<file path="src/ptp_cfg.svh">
`ifndef PTP_CFG_SVH
`define PTP_CFG_SVH

`define PTP_ADDR_LSB       10
`define PTP_ADDR_MSB       21
`define PTP_RD_STROBE_BIT  22
`define PTP_WR_STROBE_BIT  23
`define PTP_SEL_BIT        24
`define PTP_BUS_LSB        16
`define PTP_BUS_MSB        31
`define PTP_ADDR_W         12
`define PTP_DATA_W         16
`define PTP_LINK_W         32
`define PTP_TX_RESET       32'hffffffff
`define PTP_OE_RESET       32'hffffffff
`define PTP_DEPTH_DEFAULT  16

`endif

</file>
<file path="src/ptp_pkg.sv">
package ptp_pkg;
    // Register space chosen by the select bit
    typedef enum logic {
        PTP_SPACE_NORMAL,
        PTP_SPACE_TEST
    } ptp_space_t;
endpackage

</file>
<file path="src/ptp_test_port.sv">
`include "ptp_cfg.svh"

module ptp_test_port #(
    parameter int DEPTH = `PTP_DEPTH_DEFAULT
) (
    // Clock and reset
    input  wire logic                      clock,
    input  wire logic                      rstn,
    // Mode controls
    input  wire logic                      production_test_enable,
    input  wire logic                      scan_float_outputs,
    // Receive link data pins
    input  wire logic [`PTP_LINK_W-1:0]    receive_link_data,
    output logic      [`PTP_LINK_W-1:0]    core_receive_data,
    // Transmit link data pins
    input  wire logic [`PTP_LINK_W-1:0]    core_transmit_data,
    input  wire logic [`PTP_LINK_W-1:0]    transmit_link_data_i,
    output logic      [`PTP_LINK_W-1:0]    transmit_link_data_o,
    output logic      [`PTP_LINK_W-1:0]    transmit_link_data_oe
);

    localparam int IDX_W = (DEPTH > 1) ? $clog2(DEPTH) : 1;
    localparam int TOP_W = `PTP_ADDR_W - IDX_W;

    typedef struct packed {
        logic                                   wr_low;
        ptp_pkg::ptp_space_t                    wr_sel;
        logic [`PTP_ADDR_W-1:0]                 wr_addr;
        logic [`PTP_DATA_W-1:0]                 wr_data;
        logic [1:0][DEPTH-1:0][`PTP_DATA_W-1:0] regs;
        logic [`PTP_LINK_W-1:0]                 rx;
        logic [`PTP_LINK_W-1:0]                 tx;
        logic [`PTP_LINK_W-1:0]                 oe;
    } ptp_state_t;

    // ****************************************
    // Reset release
    // ****************************************
    logic [1:0] rst_sync_q;
    logic       rst_n_s;

    always_ff @(posedge clock or negedge rstn) begin
        if (!rstn) begin
            rst_sync_q <= 2'h0;
        end else begin
            rst_sync_q <= {rst_sync_q[0], 1'h1};
        end
    end
    assign rst_n_s = rst_sync_q[1];

    // ****************************************
    // Address decode
    // ****************************************
    // Words above the implemented depth read zero and ignore writes
    function automatic logic addr_hit(input logic [`PTP_ADDR_W-1:0] a);
        logic ok;
        ok = (TOP_W <= 0) || ((a >> IDX_W) == '0);
        if (int'(a[IDX_W-1:0]) >= DEPTH) begin
            ok = 1'h0;
        end
        return ok;
    endfunction

    ptp_state_t             s_q;
    ptp_state_t             s_d;
    logic                   in_test;
    logic                   rd_n;
    logic                   wr_n;
    logic                   read_act;
    logic                   commit;
    logic [`PTP_ADDR_W-1:0] pin_addr;
    logic                   pin_sel;
    logic [`PTP_DATA_W-1:0] rd_val;
    logic [`PTP_DATA_W-1:0] bus_in;

    always_comb begin
        in_test  = production_test_enable;
        rd_n     = in_test ? receive_link_data[`PTP_RD_STROBE_BIT] : 1'h1;
        wr_n     = in_test ? receive_link_data[`PTP_WR_STROBE_BIT] : 1'h1;
        pin_addr = receive_link_data[`PTP_ADDR_MSB:`PTP_ADDR_LSB];
        pin_sel  = receive_link_data[`PTP_SEL_BIT];
        bus_in   = transmit_link_data_i[`PTP_BUS_MSB:`PTP_BUS_LSB];
        // A colliding write wins; the bus stays released to avoid a fight
        read_act = !rd_n && wr_n;
        commit   = s_q.wr_low && wr_n;
        rd_val   = '0;
        if (addr_hit(pin_addr)) begin
            rd_val = s_q.regs[pin_sel][pin_addr[IDX_W-1:0]];
        end
    end

    // ****************************************
    // Next state
    // ****************************************
    always_comb begin
        s_d        = s_q;
        s_d.wr_low = !wr_n;
        // Latch every low cycle so the value on the bus at the rise is kept
        if (!wr_n) begin
            s_d.wr_sel  = ptp_pkg::ptp_space_t'(pin_sel);
            s_d.wr_addr = pin_addr;
            s_d.wr_data = bus_in;
        end
        if (commit && addr_hit(s_q.wr_addr)) begin
            s_d.regs[s_q.wr_sel][s_q.wr_addr[IDX_W-1:0]] = s_q.wr_data;
        end
        s_d.rx = receive_link_data;
        if (in_test) begin
            s_d.rx[`PTP_SEL_BIT:`PTP_ADDR_LSB] = '0;
        end
        s_d.tx = core_transmit_data;
        s_d.oe = `PTP_OE_RESET;
        if (in_test) begin
            s_d.tx[`PTP_BUS_MSB:`PTP_BUS_LSB] = rd_val;
            s_d.oe[`PTP_BUS_MSB:`PTP_BUS_LSB] = read_act ? '1 : '0;
        end
        if (scan_float_outputs) begin
            s_d.oe = '0;
        end
    end

    always_ff @(posedge clock or negedge rst_n_s) begin
        if (!rst_n_s) begin
            s_q    <= '0;
            s_q.tx <= `PTP_TX_RESET;
            s_q.oe <= `PTP_OE_RESET;
        end else begin
            s_q <= s_d;
        end
    end

    assign core_receive_data     = s_q.rx;
    assign transmit_link_data_o  = s_q.tx;
    assign transmit_link_data_oe = s_q.oe;
endmodule

</file>
<file path="config.mk">
export PLATFORM = sky130hd
export DESIGN_NAME = ptp_test_port
export DESIGN_NICKNAME = d
export VERILOG_FILES = /design/src/ptp_pkg.sv /design/src/ptp_test_port.sv
export VERILOG_INCLUDE_DIRS = /design/src
export SDC_FILE = /design/constraint.sdc
export NUM_CORES = 1
export LEC_CHECK = 0
export BUFFER_PORTS_ARGS = -buffer_cell sky130_fd_sc_hd__buf_2
export CORE_MARGIN = 1
export CORE_UTILIZATION = 55
export DETAILED_ROUTE_END_ITERATION = 8
export GPL_ROUTABILITY_DRIVEN = 1
export PLACE_DENSITY = 0.71
export SKIP_LAST_GASP = 1
export SLEW_MARGIN = 20
export SYNTH_ARGS = -nofsm -noshare
export SYNTH_HDL_FRONTEND = slang
export SYNTH_SLANG_ARGS = --single-unit
</file>
<file path="constraint.sdc">
create_clock -name clock -period 35.7 [get_ports clock]
set_clock_uncertainty 0.2 [all_clocks]
set_input_delay 7.14 -clock clock [delete_from_list [all_inputs] [get_ports clock]]
set_output_delay 7.14 -clock clock [all_outputs]
set_load 0.03 [all_outputs]
</file>
Word-level counts from Yosys, hierarchy flattened
Index checks and enable logic that the tools add are counted.

Flip-flop bits (word level): 640. Bits of input ports: 100. Output and inout bits: 96. Word-level logic and storage cells: 72.

$lt $le $gt $ge: 6. Mux-type cells: 17. Reduce and logical (&&, ||, !) cells: 9.

Operators with widths (number): two-way mux 256 bit (3); bitwise mux 512 bit (1); demux 256 bit (select 1 bit) (1); two-way mux 16 bit (6); binary-select mux 16 bit (select 4 bit) (1); demux 16 bit (select 4 bit) (1); two-way mux 32 bit (1); zero test 12 bit (2); two-way mux 15 bit (1); less-than comparator 4 x 5 -> 1 bit, second input constant (2); logical AND 1 bit (5); greater-or-equal comparator 4 x 1 -> 1 bit, second input constant (1); less-than comparator 1 x 2 -> 1 bit, second input constant (2); zero test 1 bit (2); two-way mux 1 bit (2); greater-or-equal comparator 1 bit, second input constant (1).

Logic depth before layout (Yosys ltp)
Gate-level depths: netlist of run 1.

Depth after elaboration: 7. Gate-level depth with buffers: 9. Depth with buffers taken out: 5.

Worst setup path after synthesis of run 1
No wires, ideal clock.

Path type: input-to-reg. Start point: input receive_link_data[24]. End point: register s_q (netlist bit transmit_link_data_o[22]). Library setup time: 0.091 ns. Arrival: 8.970 ns. Required time: 35.409 ns. Path slack: 26.439 ns. Stages on the path: 9. Path buffers: 5. Cell sequence: clkbuf_1 > buf_2 > buf_2 > buf_2 > buf_2 > mux2i_1 > a21oi_1 > a221oi_1 > o22ai_1.

RTL lines: from (decl) (RTL line ptp_test_port.sv:13) `` input wire logic [`PTP_LINK_W-1:0] receive_link_data, ``; to (decl) (RTL line ptp_test_port.sv:64) `ptp_state_t s_q;`.

==> reports/metrics.cfg, run 1 <==
[status]
status = completed

[synth]
synthArstFlopShare_pct = 100.0
synth_area_leaders = dfrtp_1 (52%), mux2_2 (24%), mux4_2 (5.2%), mux2i_1 (3.6%), dfstp_2 (3.2%)
synth_top_family_by_area = multiplexers
synth_ff_type = dfrtp_1
netlist_area_mm2 = 0.02751
ys_top_cells_by_count = mux2_2 (580), dfrtp_1 (576), buf_4 (102)
synth.distinct_cells = 45
syn_nets = 1959
ys_ff_latch = 610
yosysTopAreaCell = dfrtp_1
synth_edf_count = 0
synth-compound-area-share_pct = 3.338
synthAdderAreaFrac_pct = 0
seq_area_frac_synth_pct = 55.64
yosysMostFrequentCell = mux2_2
synth_xor_area_share_pct = 0
synth_top_cell_area_share_pct = 52.39
syn_inst = 1859
synth_mux_area_share_pct = 33.72
synthSimpleGateAreaFrac_pct = 1.938
yosysWarnings = 0
synth_area_per_cell_um2 = 14.80

[power_and_ir_drop]
clockPowerShare_pct = 44.5
pwr-share-comb_pct = 5.7
sw_frac_of_total_pct = 23.62
ir_worst_vdd_mv = 0.04377
internal_power_mw = 1.128
cellLeakagePower_nw = 14.96
p_sw_mw = 0.3486
total_power_mw = 1.476
power.density_mw_per_mm2 = 48.70
pwr-share-seq_pct = 49.8

[global_routing]
grt_pass1_vias = 16280
grt_overflow = 0
grt_max_degree = 195
grtUsageTotal_pct = 25.24
antenna_found_initial = 0
grt_pass1_wl_mm = 96.86

[layout]
num-nets-final = 1994
drive_above_1_share_pct = 53.61
layout.cells.non_filler = 2605
syn2layout_area_growth_pct = 10.18
stdcell_area_mm2 = 0.03031

[die]
die_width_um = 225.6
rows = 81
dieArea_mm2 = 0.05092
initial_utilization_pct = 55.97
coreArea_mm2 = 0.04915
io_pins = 196
fp.dieH_um = 225.6

[place]
placed_cells = 2495
io_buffers = 179
placed_cell_area_mm2 = 0.02820
place_congestion = 0.7819
dp_hpwl_mm = 36.74

[critical_path]
max_stage_delay_ns = 0.97
path_cells = buf_2 > nor2b_2 > buf_4 > a221oi_1 > o311ai_0 > o22ai_1
critPathKind = input pin to flop
cp_slowest_cell = nor2b_2
r2r-end = s_q[368]
arrival_ns = 10.46
rr_startpoint = s_q[629]
required_ns = 35.99
cp_max_fo = 22
end_kind = flop
path_buf_inv = 2
startpoint_type = input pin
reg2regPathDepth = 5
ff2ff_setup_slack_ns = 32.29
crit_family = compound AO/OA/AOI/OAI gates

[clocking]
numClockSinks = 610
cts_root_buffer = clkbuf_16
cts_setup_buffers = 0
h-tree-depth = 2
ctsResizeCount = 0
cts_tree = built
ctsHoldBuffers = 0
insertion_delay_ns = 0.62
cts.path.max_buffers = 3
numCtsBuffers = 60
clkTransAtPathRegs_ns = 0.06

[timing]
period_share_pct = 28.49
relSlewSlack_pct = 24.59
holdWs_ns = 0.1464
fin_crit_ns = 10.17
tns_ns = 0
worst_slew_pin_slew_ns = 1.130
drv_slew = 0
max_freq_mhz = 98.32
hold_violations = 0
rsz0062_at_grt = false
setup_violations = 0

[drt]
num_vias = 15520
drtIter0Drc = 1084
drt-wirelength-per-cell_um = 23.81
drtAntennaViolNets = 0
drc = 0
totalWireLength_mm = 62.02
first_pass_iters = 7
routed_via_density = 5.956

[min_path]
hold_end = rst_sync_q[1]
hold_class = flop to flop
min_path_cells = 0
min_from = rst_sync_q[0]

[flow_run]
maxCapViolCount = 0

-- layout make-up --
class | instances | area [um^2]
fillers | 3577 | 18840
well taps | 664 | 830.8
repair buffers | 222 | 1259
clock buffers | 95 | 1884
clock inverters | 13 | 193.9
flip-flops and latches | 610 | 15310
inverters | 21 | 78.83
multi-input cells | 979 | 10750
diodes | 1 | 2.502
-- worst max path at each step --
stage	from	slack (ns)	to	cells after the start
after global routing	receive_link_data[11]	25.65	transmit_link_data_o[30]	6
after global placement	receive_link_data[24]	25.05	transmit_link_data_o[20]	6
after detailed placement	receive_link_data[24]	25.07	transmit_link_data_o[20]	6
final	receive_link_data[11]	25.53	transmit_link_data_o[30]	6
after floorplan	rst_sync_q[1]	17.30	core_receive_data[0]	0
after CTS	receive_link_data[11]	25.72	transmit_link_data_o[30]	6
-- flip-flops by register name, summed over array words and instances, names as in the netlist --
name / flops
core_receive_data: 32
rst_sync_q: 2
s_q: 542
transmit_link_data_o: 32
transmit_link_data_oe: 2
-- placed cells by master (no fill, tap or decap), types with 2 or more instances in the layout --
cell type  instances
a21oi_1           32
a221oi_1          31
a22o_1            16
buf_2            177
buf_4             40
buf_6              2
buf_8              2
bufinv_16          5
clkbuf_1          11
clkbuf_16         61
clkbuf_8          23
clkinv_2           7
dfrtp_1          574
dfstp_2           34
inv_1             21
mux2_2           580
mux2_4            20
mux2i_1           99
mux4_2            64
nand2_1            9
nand2b_1           5
nand3_1            4
nand3b_1           5
nor2_1            15
nor2_2             8
nor2_4             2
nor2b_1           16
nor3b_4            2
o221ai_1          15
o22ai_1           31
or2_2              3
or3_1              3
-- worst register-to-register path, cell delays in order (launching register included) --
cell	delay, ns
dfrtp_1	0.39
nor4b_2	0.37
nand4_1	0.33
or4_1	0.78
nor3_4	0.80
mux2_2	0.43
-- power by group through the flow --
stage	registers [mW]	logic [mW]	clock network, mW
finish	0.735	0.0845	0.657
global route	0.738	0.0916	0.697
CTS	0.735	0.0840	0.670
detailed placement	0.748	0.0838	0
global placement	0.746	0.0827	0
floorplan	0.733	0.0718	0
-- routing by layer --
layer | share of wire [%] | vias to the layer above | routed length (um) | track usage (%)
li1 | - | 6721 | - | -
met1 | 46 | 8329 | 28300 | 35.90
met2 | 47 | 371 | 29360 | 40.43
met3 | 4.5 | 95 | 2815 | 3.851
met4 | 2.5 | 0 | 1538 | 7.176
met5 | 0 | - | 0 | 0
-- stage by stage --
step           util (%)  worst slack, ns
2_1_floorplan         -            17.30
3_5_place_dp      57.37            25.07
3_3_place_gp      57.37            25.05
6_report          61.66            25.53
5_1_grt           61.66            25.65
4_1_cts           61.60            25.72
-- cell families (layout without fill, tap and decap cells) --
logic type,Yosys count,in the layout
AO/OA/AOI/OAI,128,128
other,1,2
AND/OR/NAND/NOR,86,86
buffers and inverters,270,351
multiplexers,764,764
flip-flops,610,610
Note: power is estimated with default switching activity, not from simulation.
==> inputs of run 2 (changes only) <==
==> constraint.sdc (replaced) <==
create_clock -name clock -period 10.25 [get_ports clock]
set_clock_uncertainty 0.2 [all_clocks]
set_input_delay 2.05 -clock clock [delete_from_list [all_inputs] [get_ports clock]]
set_output_delay 2.05 -clock clock [all_outputs]
set_load 0.03 [all_outputs]
==> reports/metrics.cfg, run 2 (synthesized netlist as in run 1, its figures left out) <==
[status]
status = completed

[clocking]
ctsResizeCount = 0
clkTransAtPathRegs_ns = 0.06
numCtsBuffers = 66
numClockSinks = 610
cts_setup_buffers = 0
ctsHoldBuffers = 0
h-tree-depth = 3
cts_tree = built
cts_root_buffer = clkbuf_16
insertion_delay_ns = 0.59
cts.path.max_buffers = 3

[layout]
diodes = 0
layout.cells.non_filler = 2611
syn2layout_area_growth_pct = 10.53
num-nets-final = 1998
largest_reg_flops = 542
drive_above_1_share_pct = 53.72
most-common-layout-cells = mux2_2 (580), dfrtp_1 (562), buf_2 (177)
final_common_cell = mux2_2
top_register = s_q

[global_routing]
grtUsageMet1_pct = 36.04
grt_pass1_wl_mm = 98.30
grt_overflow = 0
grt_max_degree = 192
use_met2_pct = 40.82
busiest_layer = met2
use_met3_pct = 4.723
grtUsageTotal_pct = 25.78
grt_pass1_vias = 16320
antenna_found_initial = 2

[timing]
period_share_pct = 47.60
relSlewSlack_pct = 25.07
setup_violations = 0
tns_ns = 0
hold_violations = 0
drv_slew = 0
rsz0062_at_grt = false
max_freq_mhz = 204.9
worst_slew_pin_slew_ns = 1.123
fin_crit_ns = 4.879

[critical_path]
required_ns = 10.51
critPathKind = input pin to flop
end_kind = flop
startpoint_type = input pin
cp_max_fo = 34
arrival_ns = 5.14

[place]
place_congestion = 0.8117
io_buffers = 179
dp_hpwl_mm = 37.47
placed_cells = 2493

[power_and_ir_drop]
cellLeakagePower_nw = 14.97
ir_worst_vdd_mv = 0.09687
power.density_mw_per_mm2 = 171.7

[flow_run]
maxCapViolCount = 0

[min_path]
hold_class = flop to async pin

[die]
rows = 81
io_pins = 196
coreArea_mm2 = 0.04915
dieArea_mm2 = 0.05092
fp.dieH_um = 225.6
initial_utilization_pct = 55.97
die_width_um = 225.6

[drt]
drt-wirelength-per-cell_um = 24.19
first_pass_iters = 5
drtIter0Drc = 1240
totalWireLength_mm = 63.16
drtAntennaViolNets = 0
routed_via_density = 5.993
drc = 0
num_vias = 15650

==> run 2: cell types whose count changed in the layout (fill, tap and decap cells not counted), moves of 5 or more <==
cell and delta:
dfrtp_2 +12, clkbuf_16 +8, dfrtp_1 -12, clkbuf_8 -5
clkinv_2 -6, clkbuf_1 +12
==> run 2: path summary, 6_finish.rpt <==
| check | start | end | slack [ns] | cells past startpoint |
|---|---|---|---|---|
| setup / recovery | production_test_enable | s_q[368] | 5.37 | 6 |
| hold / removal | rst_sync_q[1] | s_q[211] | 0.12 | 0 |
| setup reg to reg | s_q[629] | s_q[368] | 6.85 | 5 |
| hold reg to reg | rst_sync_q[1] | s_q[211] | 0.12 | 0 |
| max in group asynchronous | rst_sync_q[1] | s_q[621] | 7.52 | 2 |
| min in group clock | rst_sync_q[0] | rst_sync_q[1] | 0.15 | 0 |
==> run 2: worst max-delay path, cell delays in order <==
cell and delay, ns:
buf_2 0.40, nand2b_1 0.36, nand4_1 0.29, or4_1 0.75, nor3_4 0.85, mux2_2 0.42
==> run 2: per-layer routing <==
| metal | up-vias | share of wire (%) |
|---|---|---|
| met2 | 479 | 47 |
| met5 | - | 0.017 |
| li1 | 6699 | - |
| met4 | 2 | 2.6 |
| met1 | 8368 | 44 |
| met3 | 100 | 5.9 |
==> run 2: layout make-up <==
| type | count | area [um^2] |
|---|---|---|
| fillers | 3589 | 18750 |
| repair buffers | 220 | 1265 |
| well taps | 664 | 830.8 |
| inverters | 21 | 78.83 |
| flip-flops and latches | 610 | 15330 |
| clock buffers | 110 | 2061 |
| clock inverters | 7 | 98.84 |
| multi-input cells | 979 | 10750 |
==> run 2: power by group <==
part | switching, mW | internal (mW) | leakage, nW | total [mW]
sequential | 0.107 | 2.45 | 8.27 | 2.56
clock | 0.930 | 1.42 | 1.05 | 2.35
combinational | 0.210 | 0.103 | 5.65 | 0.314
total | 1.25 | 3.98 | 15.0 | 5.22
==> run 2: stage by stage <==
stage | power [mW] | worst slack (ns) | cell area, um^2 | hold slack (ns) | util, %
global placement | 2.902 | 4.762 | 28200 | 0.1252 | 57.36
finish | 5.222 | 5.371 | 30410 | 0.1161 | 61.86
floorplan | 2.801 | 0.1619 | 27510 | 0.1311 | -
detailed placement | 2.913 | 4.769 | 28200 | 0.1331 | 57.38
global route | 5.401 | 5.215 | 30410 | 0.1612 | 61.86
CTS | 5.271 | 5.357 | 30360 | 0.1406 | 61.77
